File: config.mk
export PLATFORM = sky130hd
export DESIGN_NAME = spc_bank0
export DESIGN_NICKNAME = d
export VERILOG_FILES = /design/src/rtl/spc_pkg.sv /design/src/rtl/spc_drv_if.sv /design/src/rtl/spc_sync.sv /design/src/rtl/spc_retry.sv /design/src/rtl/spc_bank0.sv
export SDC_FILE = /design/constraint.sdc
export NUM_CORES = 1
export LEC_CHECK = 0
export CORE_ASPECT_RATIO = 2
export CORE_UTILIZATION = 55
export DETAILED_ROUTE_END_ITERATION = 8
export DONT_BUFFER_PORTS = 1
export PLACE_DENSITY = 0.76
export SLEW_MARGIN = 20
export SYNTH_ARGS = -nofsm -noshare
export SYNTH_HDL_FRONTEND = slang
export SYNTH_SLANG_ARGS = --single-unit
export TNS_END_PERCENT = 30
File: constraint.sdc
create_clock -name mclk -period 2.35 [get_ports mclk]
set_input_delay 0.705 -clock mclk [delete_from_list [all_inputs] [get_ports mclk]]
set_output_delay 0.705 -clock mclk [all_outputs]
set_load 0.01 [all_outputs]
File: src/rtl/spc_pkg.sv
// constants shared by the control/status bank 0 design
package spc_pkg;

	// ==========================================================
	// frame and clock
	localparam int unsigned FRAME_BITS = 16;
	localparam int unsigned CNT_W      = 5;
	localparam int unsigned CLK_NS     = 25;
	localparam int unsigned NUM_DRV    = 8;
	localparam int unsigned NUM_HB     = 3;
	localparam int unsigned SYN_W      = 17;
	localparam logic [SYN_W-1:0] SYN_RST = 17'h0_0001;

	// ==========================================================
	// control word 0 field positions
	localparam int unsigned C_SEL   = 0;
	localparam int unsigned C_DRV   = 1;
	localparam int unsigned C_CM    = 9;
	localparam int unsigned C_UVDIS = 12;
	localparam int unsigned C_DUTY  = 13;
	localparam int unsigned C_OLDIS = 14;
	localparam int unsigned C_CLR   = 15;
	localparam logic [15:0] CTRL0_RST = 16'h0000;

	// ==========================================================
	// status word 0 field positions
	localparam int unsigned S_FF  = 0;
	localparam int unsigned S_OC  = 1;
	localparam int unsigned S_NR  = 10;
	localparam int unsigned S_TW  = 11;
	localparam int unsigned S_TSD = 12;
	localparam int unsigned S_UV  = 13;
	localparam int unsigned S_OV  = 14;
	localparam logic [15:0] STAT1_OL_MASK = 16'h01fe;

	// ==========================================================
	// current monitor map: code -> driver number (0 = none)
	localparam int unsigned CM_W = 3;
	localparam logic [23:0] CM_MAP = 24'h00_58d1;

	// ==========================================================
	// timing
	localparam int unsigned STARTUP_US  = 100;
	localparam int unsigned RETRY_US    = 100;
	localparam int unsigned STARTUP_CYC_DEF = (STARTUP_US * 1000) / CLK_NS;
	localparam int unsigned RETRY_CYC_DEF   = (RETRY_US * 1000) / CLK_NS;

endpackage

File: src/rtl/spc_drv_if.sv
// per-driver overcurrent retry signals between bank and retry timer
`timescale 1ns/1ps
interface spc_drv_if;
	logic oc_evt;
	logic retry_en;
	logic duty_low;
	logic oc_flag;
	logic allow;
	modport ctl (output oc_evt, output retry_en, output duty_low, output oc_flag, input allow);
	modport drv (input oc_evt, input retry_en, input duty_low, input oc_flag, output allow);
endinterface

File: src/rtl/spc_sync.sv
// two-flop synchroniser for a group of pin inputs
`timescale 1ns/1ps
module spc_sync #(
	parameter int unsigned  W   = 1,
	parameter logic [W-1:0] RST = '0
) (
	input  wire logic         mclk,
	input  wire logic         nrst,
	input  wire logic [W-1:0] din,
	output logic      [W-1:0] dout
);
	logic [W-1:0] meta_reg;

	always_ff @(posedge mclk) begin
		if (!nrst) begin
			meta_reg <= RST;
			dout     <= RST;
		end else begin
			meta_reg <= din;
			dout     <= meta_reg;
		end
	end
endmodule // spc_sync

File: src/rtl/spc_retry.sv
// overcurrent retry timer for one driver
`timescale 1ns/1ps
module spc_retry
	import spc_pkg::*;
#(
	parameter int unsigned PERIOD = RETRY_CYC_DEF
) (
	input  wire logic mclk,
	input  wire logic nrst,
	spc_drv_if.drv    port
);
	localparam int unsigned W = $clog2(PERIOD + 1);
	localparam logic [W-1:0] OFF_LOW  = W'(PERIOD - PERIOD / 8);
	localparam logic [W-1:0] OFF_HIGH = W'(PERIOD - PERIOD / 4);

	logic [W-1:0] cnt_reg;

	// off time after a trip sets the duty: 1/8 or 1/4 of the period on
	always_ff @(posedge mclk) begin
		if (!nrst) begin
			cnt_reg <= '0;
		end else if (port.oc_evt && cnt_reg == '0) begin
			cnt_reg <= port.duty_low ? OFF_LOW : OFF_HIGH;
		end else if (cnt_reg != '0) begin
			cnt_reg <= cnt_reg - 1'b1;
		end
	end

	// without retry only a host clear of the flag frees the driver
	assign port.allow = port.retry_en ? (cnt_reg == '0) : !port.oc_flag;
endmodule // spc_retry

File: src/rtl/spc_bank0.sv
// control word 0 / status word 0 bank with serial frame access
`timescale 1ns/1ps
module spc_bank0
	import spc_pkg::*;
#(
	parameter int unsigned STARTUP_CYC = STARTUP_CYC_DEF,
	parameter int unsigned RETRY_CYC   = RETRY_CYC_DEF
) (
	input  wire logic                mclk,
	input  wire logic                nrst,
	input  wire logic                frame_select_low,
	input  wire logic                sclk,
	input  wire logic                sdi,
	output logic                     sdo_o,
	output logic                     sdo_oe,
	input  wire logic                pwm_in,
	input  wire logic                active_req,
	input  wire logic                ov_in,
	input  wire logic                uv_in,
	input  wire logic                tsd_in,
	input  wire logic                warn_in,
	input  wire logic [NUM_DRV-1:0]  oc_in,
	input  wire logic [NUM_DRV-1:0]  pwm_enable,
	input  wire logic [NUM_DRV-1:0]  retry_enable,
	input  wire logic [15:0]         status_word_1,
	output logic [NUM_DRV-1:0]       drv_on,
	output logic [CM_W-1:0]          current_image_pin,
	output logic [15:0]              control_word_1,
	output logic                     control_word_1_wr,
	output logic                     status_clear,
	output logic [15:0]              status_word_0
);

	// ==========================================================
	// pin synchronisation
	logic [SYN_W-1:0]   syn_raw;
	logic [SYN_W-1:0]   syn;
	logic               csn_s;
	logic               sclk_s;
	logic               sdi_s;
	logic               pwm_s;
	logic               act_s;
	logic               ov_s;
	logic               uv_s;
	logic               tsd_s;
	logic               tw_s;
	logic [NUM_DRV-1:0] oc_s;

	assign syn_raw = {oc_in, warn_in, tsd_in, uv_in, ov_in, active_req, pwm_in, sdi, sclk,
		frame_select_low};

	spc_sync #(
		.W   (SYN_W),
		.RST (SYN_RST)
	) u_sync (
		.mclk (mclk),
		.nrst (nrst),
		.din  (syn_raw),
		.dout (syn)
	);

	assign csn_s  = syn[0];
	assign sclk_s = syn[1];
	assign sdi_s  = syn[2];
	assign pwm_s  = syn[3];
	assign act_s  = syn[4];
	assign ov_s   = syn[5];
	assign uv_s   = syn[6];
	assign tsd_s  = syn[7];
	assign tw_s   = syn[8];
	assign oc_s   = syn[16:9];

	// ==========================================================
	// edge detection
	logic csn_d_reg;
	logic sclk_d_reg;
	logic act_d_reg;
	logic csn_fall;
	logic csn_rise;
	logic sclk_rise;
	logic sclk_fall;
	logic act_rise;

	always_ff @(posedge mclk) begin
		if (!nrst) begin
			csn_d_reg  <= 1'b1;
			sclk_d_reg <= 1'b0;
			act_d_reg  <= 1'b0;
		end else begin
			csn_d_reg  <= csn_s;
			sclk_d_reg <= sclk_s;
			act_d_reg  <= act_s;
		end
	end

	assign csn_fall  = csn_d_reg && !csn_s;
	assign csn_rise  = !csn_d_reg && csn_s;
	assign sclk_rise = !sclk_d_reg && sclk_s && !csn_s;
	assign sclk_fall = sclk_d_reg && !sclk_s && !csn_s;
	assign act_rise  = !act_d_reg && act_s;

	// ==========================================================
	// input shift register, lsb first
	logic [15:0]      shin_reg;
	logic [CNT_W-1:0] bitcnt_reg;
	logic             frame_ok;
	logic             wr_word0;
	logic             clr;

	always_ff @(posedge mclk) begin
		if (!nrst) begin
			shin_reg   <= '0;
			bitcnt_reg <= '0;
		end else if (csn_fall) begin
			bitcnt_reg <= '0;
		end else if (sclk_rise) begin
			shin_reg <= {sdi_s, shin_reg[15:1]};
			// saturate so that any count above 16 stays invalid
			if (bitcnt_reg != {CNT_W{1'b1}}) begin
				bitcnt_reg <= bitcnt_reg + 1'b1;
			end
		end
	end

	// a frame of any length other than 16 is dropped whole
	assign frame_ok = csn_rise && (bitcnt_reg == CNT_W'(FRAME_BITS));
	assign wr_word0 = frame_ok && !shin_reg[C_SEL];
	assign clr      = wr_word0 && shin_reg[C_CLR];

	// ==========================================================
	// control words
	logic [15:0] ctrl0_reg;

	always_ff @(posedge mclk) begin
		if (!nrst) begin
			ctrl0_reg <= CTRL0_RST;
		end else if (wr_word0) begin
			ctrl0_reg <= shin_reg;
		end
	end

	always_ff @(posedge mclk) begin
		if (!nrst) begin
			control_word_1    <= '0;
			control_word_1_wr <= 1'b0;
			status_clear      <= 1'b0;
		end else begin
			control_word_1_wr <= frame_ok && shin_reg[C_SEL];
			status_clear      <= clr;
			if (frame_ok && shin_reg[C_SEL]) begin
				control_word_1 <= shin_reg;
			end
		end
	end

	// ==========================================================
	// sticky status flags: a new event wins over a clear
	logic               ov_f_reg;
	logic               uv_f_reg;
	logic               tsd_f_reg;
	logic               tw_f_reg;
	logic [NUM_DRV-1:0] oc_f_reg;
	logic [NUM_DRV-1:0] oc_evt;

	// a trip only counts while the driver is actually on
	assign oc_evt = oc_s & drv_on;

	always_ff @(posedge mclk) begin
		if (!nrst) begin
			ov_f_reg  <= 1'b0;
			uv_f_reg  <= 1'b0;
			tsd_f_reg <= 1'b0;
			tw_f_reg  <= 1'b0;
			oc_f_reg  <= '0;
		end else begin
			ov_f_reg  <= (ov_f_reg && !clr) || ov_s;
			uv_f_reg  <= (uv_f_reg && !clr) || uv_s;
			tsd_f_reg <= (tsd_f_reg && !clr) || tsd_s;
			tw_f_reg  <= (tw_f_reg && !clr) || tw_s;
			oc_f_reg  <= (oc_f_reg & {NUM_DRV{!clr}}) | oc_evt;
		end
	end

	// ==========================================================
	// startup timer after leaving standby
	localparam int unsigned SU_W = $clog2(STARTUP_CYC + 1);
	localparam logic [SU_W-1:0] SU_LOAD = SU_W'(STARTUP_CYC - 1);

	logic            nr_reg;
	logic [SU_W-1:0] su_cnt_reg;

	always_ff @(posedge mclk) begin
		if (!nrst) begin
			nr_reg     <= 1'b0;
			su_cnt_reg <= '0;
		end else if (act_rise) begin
			nr_reg     <= 1'b1;
			su_cnt_reg <= SU_LOAD;
		end else if (nr_reg) begin
			if (su_cnt_reg == '0) begin
				nr_reg <= 1'b0;
			end else begin
				su_cnt_reg <= su_cnt_reg - 1'b1;
			end
		end
	end

	// ==========================================================
	// status word assembly and fault-free flag
	logic [14:1] flags0;
	logic [14:1] flags1;
	logic        fault_free_flag;
	logic [15:0] stat0;

	assign flags0 = {ov_f_reg, uv_f_reg, tsd_f_reg, tw_f_reg, nr_reg, 1'b0, oc_f_reg};
	assign flags1 = ctrl0_reg[C_OLDIS] ? (status_word_1[14:1] & ~STAT1_OL_MASK[14:1])
		: status_word_1[14:1];
	assign fault_free_flag = ~|(flags0 | flags1);
	assign stat0 = {1'b1, flags0, fault_free_flag};

	always_ff @(posedge mclk) begin
		if (!nrst) begin
			status_word_0 <= '0;
		end else begin
			status_word_0 <= stat0;
		end
	end

	// ==========================================================
	// output shift register and data out pin
	logic [15:0] shout_reg;
	logic        started_reg;

	always_ff @(posedge mclk) begin
		if (!nrst) begin
			shout_reg   <= '0;
			started_reg <= 1'b0;
		end else if (csn_fall) begin
			started_reg <= 1'b0;
		end else if (sclk_rise && bitcnt_reg == '0) begin
			// the select bit arrives on this same edge
			shout_reg   <= sdi_s ? status_word_1 : stat0;
			started_reg <= 1'b1;
		end else if (sclk_fall && started_reg) begin
			shout_reg <= {1'b0, shout_reg[15:1]};
		end
	end

	always_ff @(posedge mclk) begin
		if (!nrst) begin
			sdo_o  <= 1'b0;
			sdo_oe <= 1'b0;
		end else begin
			sdo_o  <= started_reg ? shout_reg[0] : fault_free_flag;
			sdo_oe <= !csn_s;
		end
	end

	// ==========================================================
	// overcurrent retry timers
	logic [NUM_DRV-1:0] allow;
	logic               duty_low;

	assign duty_low = !ctrl0_reg[C_DUTY] || tw_f_reg;

	for (genvar i = 0; i < NUM_DRV; i++) begin : g_retry
		spc_drv_if dif ();
		assign dif.oc_evt   = oc_evt[i];
		assign dif.retry_en = retry_enable[i];
		assign dif.duty_low = duty_low;
		assign dif.oc_flag  = oc_f_reg[i];
		assign allow[i]     = dif.allow;
		spc_retry #(
			.PERIOD (RETRY_CYC)
		) u_retry (
			.mclk (mclk),
			.nrst (nrst),
			.port (dif)
		);
	end

	// ==========================================================
	// output drive
	logic               supply_blk;
	logic               blk;
	logic [NUM_DRV-1:0] want;
	logic [NUM_DRV-1:0] safe;

	// with recovery enabled only the live supply state blocks
	assign supply_blk = ov_s || uv_s
		|| (ctrl0_reg[C_UVDIS] && (ov_f_reg || uv_f_reg));
	// the warning flag is left out here on purpose
	// act_rise closes the one-cycle gap before the not-ready flag lands
	assign blk = !act_s || act_rise || nr_reg || tsd_f_reg || tsd_s || supply_blk;

	always_comb begin
		want = ctrl0_reg[C_DRV +: NUM_DRV] & allow;
		want = want & (~pwm_enable | {NUM_DRV{pwm_s}});
		safe = want;
		// both bits of a half-bridge set: neither side is turned on
		for (int b = 0; b < NUM_HB; b++) begin
			if (want[2*b] && want[2*b+1]) begin
				safe[2*b]   = 1'b0;
				safe[2*b+1] = 1'b0;
			end
		end
	end

	always_ff @(posedge mclk) begin
		if (!nrst) begin
			drv_on <= '0;
		end else begin
			drv_on <= blk ? '0 : safe;
		end
	end

	// ==========================================================
	// current monitor routing
	logic [CM_W-1:0] cm_code;

	assign cm_code = ctrl0_reg[C_CM +: CM_W];

	always_ff @(posedge mclk) begin
		if (!nrst) begin
			current_image_pin <= '0;
		end else begin
			current_image_pin <= CM_MAP[CM_W*cm_code +: CM_W];
		end
	end

endmodule // spc_bank0

== Word level (Yosys, flattened, before mapping) ==
Index checks and enable logic that the tools add are counted.

* Register bits: 258
* Output and inout port bits: 47
* Bits of input ports: 51

* Multiplexer cells: 37
* Bitwise operators: 11
* Add/subtract/negate cells: 10
* Reductions and logical operators: 100
* Multipliers: 1
* Equality and inequality tests: 3
* Shift operators: 1

{| class="wikitable"
|+ Operators with widths
! operator !! count
|-
| $mux W12 || 19
|-
| $logic_not A12 Y1 || 9
|-
| $sub A12 B1 Y12 const B || 9
|-
| $reduce_bool A12 Y1 || 8
|-
| $mux W16 || 4
|-
| $and A8 B8 Y8 || 4
|-
| $logic_and A1 B1 Y1 || 29
|-
| $shiftx A24 B6 Y3 const A || 1
|-
| $reduce_bool A2 Y1 || 10
|-
| $logic_not A1 Y1 || 18
|-
| $or A8 B8 Y8 || 2
|-
| $or A14 B14 Y14 || 1
|-
| $reduce_or A14 Y1 || 1
|-
| $logic_or A1 B1 Y1 || 13
|-
| $mux W1 || 12
|-
| $mux W11 || 1
|-
| $reduce_and A2 Y1 || 5
|-
| $reduce_or A3 Y1 || 3
|-
| $mux W8 || 1
|-
| $not A8 Y8 || 1
|-
| $reduce_or A2 Y1 || 3
|-
| $add A5 B1 Y5 const B || 1
|-
| $eq A5 B5 Y1 const B || 1
|-
| $logic_not A5 Y1 || 1
|-
| other kinds (4) || 6
|}

== Longest topological paths before layout ==
* Depth after elaboration: 8
* Gate-level depth with buffers: 8

== By module ==
A second synthesis with hierarchy kept.

* Cells, all modules: 1319
* Area total of the unflattened synthesis: 12116.6 um^2

{| class="wikitable"
|+ By module, submodules not included
! module !! seq. area each (um^2) !! times used !! cells an instance !! area an instance (um^2)
|-
| spc_bank0 || 2522.4 || 1 || 540 || 5093.6
|-
| spc_retry at g_retry[0].u_retry ... || 240.2 || 4 || 94 || 803.3
|-
| spc_retry at g_retry[4].u_retry ... || 240.2 || 4 || 83 || 715.7
|-
| spc_sync || 680.7 || 1 || 71 || 947.2
|}

== Least setup slack after synthesis ==
No wires, ideal clock.

* Kind: register to register
* Start: reg g_retry[2].u_retry.cnt_reg[0]
* End: reg g_retry[2].u_retry.cnt_reg[5]
* Library setup time: 0.086 ns
* Clock period less this slack: 1.988 ns
* Stages on the path, launching flop included: 8
* Path buffers: 1
* Setup slack: 0.362 ns
* Data arrival time: 1.902 ns
* Path through: dfxtp_1 -> inv_1 -> ha_1 -> nor4b_1 -> nor4b_4 -> buf_4 -> nand3_1 -> a221oi_2

* Word-level cells in the longest chain between the ends: 3

{| class="wikitable"
|+ RTL lines
! item !! line !! RTL
|-
| from (decl) || spc_retry.sv:16 || <nowiki>logic [W-1:0] cnt_reg;</nowiki>
|-
| from (signal assigned) || spc_retry.sv:23 || <nowiki>cnt_reg <= port.duty_low ? OFF_LOW : OFF_HIGH;</nowiki>
|-
| from (signal assigned) || spc_retry.sv:25 || <nowiki>cnt_reg <= cnt_reg - 1'b1;</nowiki>
|-
| $sub A12 B1 Y12 / $logic_not A12 Y1 (equally long branches) || spc_retry.sv:25, spc_retry.sv:22 ||
|-
| $mux W12 / $logic_and A1 B1 Y1 (equally long branches) || spc_retry.sv:24, spc_retry.sv:22 ||
|-
| $mux W12 / $reduce_bool A2 Y1 (equally long branches) || - ||
|}

Parallel ways exist; a longest one is shown, timed or not. The select of a mux whose other input is x is not followed.
A chain may end at the register's enable or synchronous reset.

== Final worst setup path ==
* Start: reg su_cnt_reg[1]
* End: reg su_cnt_reg[7]

* Word-level cells in the longest chain between the ends: 4

{| class="wikitable"
|+ RTL lines
! item !! line !! RTL
|-
| from (decl) || spc_bank0.sv:190 || <nowiki>logic [SU_W-1:0] su_cnt_reg;</nowiki>
|-
| from (signal assigned) || spc_bank0.sv:203 || <nowiki>su_cnt_reg <= su_cnt_reg - 1'b1;</nowiki>
|-
| $sub A12 B1 Y12 || spc_bank0.sv:203 ||
|-
| $mux W12 || spc_bank0.sv:200 || <nowiki>if (su_cnt_reg == '0) begin</nowiki>
|-
| $mux W12 || spc_bank0.sv:199 || <nowiki>end else if (nr_reg) begin</nowiki>
|-
| $mux W12 || spc_bank0.sv:196 || <nowiki>end else if (act_rise) begin</nowiki>
|}

Parallel ways exist; a longest one is shown, timed or not. The select of a mux whose other input is x is not followed.

==> impl_metrics.yaml <==
timing:
  timing.final.ws_setup_ns: 0.2356
  max_freq_mhz: 473.0
  worstMarginPinSlew_ns: 0.9707
  period_share: 0.8997
  hold_violations: 0
  slew_violations: 0
  slew_headroom: 0.3520
  fin_worst_skew_ns: 0.01416
  rsz0062_at_grt: "false"
  finalSetupTns_ns: 0
  finalCriticalPeriod_ns: 2.114
  setup_violations: 0
place:
  port_buffers: 0
  preCtsSetupSlack_ns: 0.2043
  place_hpwl_um: 19910
  gp_congestion: 0.8857
clock_network:
  cts_hold_buf: 0
  clkTransAtPathRegs_ns: 0.07
  cts_tree: "done"
  cts_resized: 0
  clk_latency_ns: 0.52
  htreeDepth: 1
  cts_buffers: 23
  cts.sinks: 256
  post_cts_buffers: 0
  cts.path.max_buffers: 3
  root_buffer: "clkbuf_16"
critical_path:
  critPathCaptureType: "register"
  required_ns: 2.80
  arrival_ns: 2.56
  path_max_fanout: 9
  regToRegStartpoint: "su_cnt_reg[1]"
  cp-startpoint: "su_cnt_reg[1]"
  crit_type: "reg2reg"
  cp-start-kind: "register"
die:
  die_width_um: 103.2
  coreArea_um2: 20000
  die-area_um2: 21100
  ios: 98
  rows: 73
  die_h_um: 204.4
  floorplan.initialDensity: 0.5633
yosys:
  synth_area_um2: 11270
  synth_top_area_cell: "dfxtp_1"
  yosysSeqAreaShare: 0.4549
  syn_area_per_cell_um2: 9.043
  syn_inst: 1246
  synth_area_leaders: "dfxtp_1, mux2i_1, a21oi_1, nor2_1, nand2_1"
  yosys_warnings: 0
  postSynth.asyncResetShare: 0
  syn_nets: 1321
  synth_cell_types: 81
  synth_edf_count: 0
  synth-main-ff-cell: "dfxtp_1"
  ys_ff_latch: 256
  synth_top_area_frac: 0.4549
cells_and_area:
  layout_commonest_cell: "dfxtp_1"
  largest_register_ffs: 96
  final_nets: 1321
  drive_above_1_share: 0.09833
  final_cell_mix: "dfxtp_1, nor2_1, nand2_1"
  antenna_cells: 0
  syn2layout_area_growth_pct: 10.34
run:
  cap_violations: 0
drt:
  dr.pass1.iters: 6
  route.detailed.drc: 0
  wl_um: 28150
  postRouteAntennaNets: 0
  routed_via_density: 6.187
  drt_iter0_markers: 405
  wl_per_cell_um: 18.48
  vias: 9423
power_and_ir_drop:
  vdd_ir_drop_max_mv: 0.7959
  finalPower_mw: 15.17
  p_leak_nw: 4.724
  cellPowerDensity_nw_per_um2: 1220
worst_hold_path:
  hp-class: "in2reg"
  hp-start: "nrst"
global_route:
  grt_use_met1: 0.2794
  grt-ovfl-total: 0
  antenna_found_initial: 0
  grt_max_degree: 108
  grt_use_met3: 0.05643
  met2_usage: 0.5019
  grt_pass1_wl_um: 44970
  grt_usage: 0.2707
  grt_busiest_layer: "met2"
  grt_pass1_vias: 9185
run_status:
  status: "completed"
## metrics by stage
stage | cell area (µm²) | hold WS (ns) | cells | utilization
after floorplan | 11270 | 0.3863 | 1246 | -
after global placement | 11650 | 0.3890 | 1483 | 0.5825
after detailed placement | 11650 | 0.3979 | 1483 | 0.5825
after CTS | 12430 | 0.1967 | 1523 | 0.6215
after global routing | 12430 | 0.2205 | 1523 | 0.6215
final | 12430 | 0.2313 | 1523 | 0.6215
## layout make-up
cell class,count,area (µm²)
multi-input cells,879,5699
clock inverters,14,172.7
inverters,46,175.2
fillers,1719,7571
repair buffers,40,325.3
well taps,262,327.8
clock buffers,26,606.8
flip-flops and latches,256,5125
## power breakdown
part | internal, mW | switching [mW] | total (mW)
registers | 5.08 | 0.811 | 5.89
logic | 2.48 | 2.89 | 5.37
clock network | 2.21 | 1.70 | 3.91
total | 9.77 | 5.40 | 15.2
## synth_stat cells (all sizes together), types with 6 or more instances
library cell    n
inv            45
or4            17
nand2b         15
nand4          15
xnor2           7
nand3          31
o31a            9
o2111ai         7
clkbuf         50
mux2            6
nor4           32
nand3b          7
ha             24
nor3b           9
dfxtp         256
a22o            8
a21oi          84
or2             9
nor2          105
and3           11
a311oi          6
buf            15
a31oi          17
mux2i          49
o31ai          11
o21a           12
xor2            6
o21ai          23
nand2         103
or3            26
and2           53
nor2b          11
o311a          16
o211ai         14
nor3           41
a211oi         28
nor4b           9
## worst max-delay path: stages, from the launching register on
cell and delay [ns]:
dfxtp_1 0.33, inv_1 0.09, ha_1 0.15, or4b_2 0.63, o31ai_2 0.47, o21ai_0 0.16
a31oi_1 0.21
## cells by family (layout without fill, tap and decap cells)
family                     count (synthesis)  in the layout  share of synthesized area
xor gates and xnor gates                  13             13                    0.01011
DFF                                      256            256                     0.4549
and+or+nand+nor                          515            515                     0.2512
muxes                                     55             55                    0.04953
other                                      1              1                  0.0003328
buffers and inverters                    111            126                    0.03931
adders and majority gates                 24             24                    0.02665
AOI/OAI and AO/OA                        271            271                     0.1680
## path summary, 6_finish.rpt
check / to / slack (ns) / cells past startpoint
max: su_cnt_reg[7] / 0.24 / 6
max reg2reg: su_cnt_reg[7] / 0.24 / 6
min reg2reg: u_sync.dout[0] / 0.41 / 1
min: status_word_0[15] / 0.23 / 0
## per-layer routing
metal / part of all wire / routed length (µm) / vias to the layer above
met3: 0.062 / 1749 / 94
met5: 0 / 0 / -
met4: 0.045 / 1274 / 0
li1: - / - / 4521
met2: 0.53 / 14780 / 303
met1: 0.37 / 10340 / 4505
Note: power is estimated with default switching activity, not from simulation.
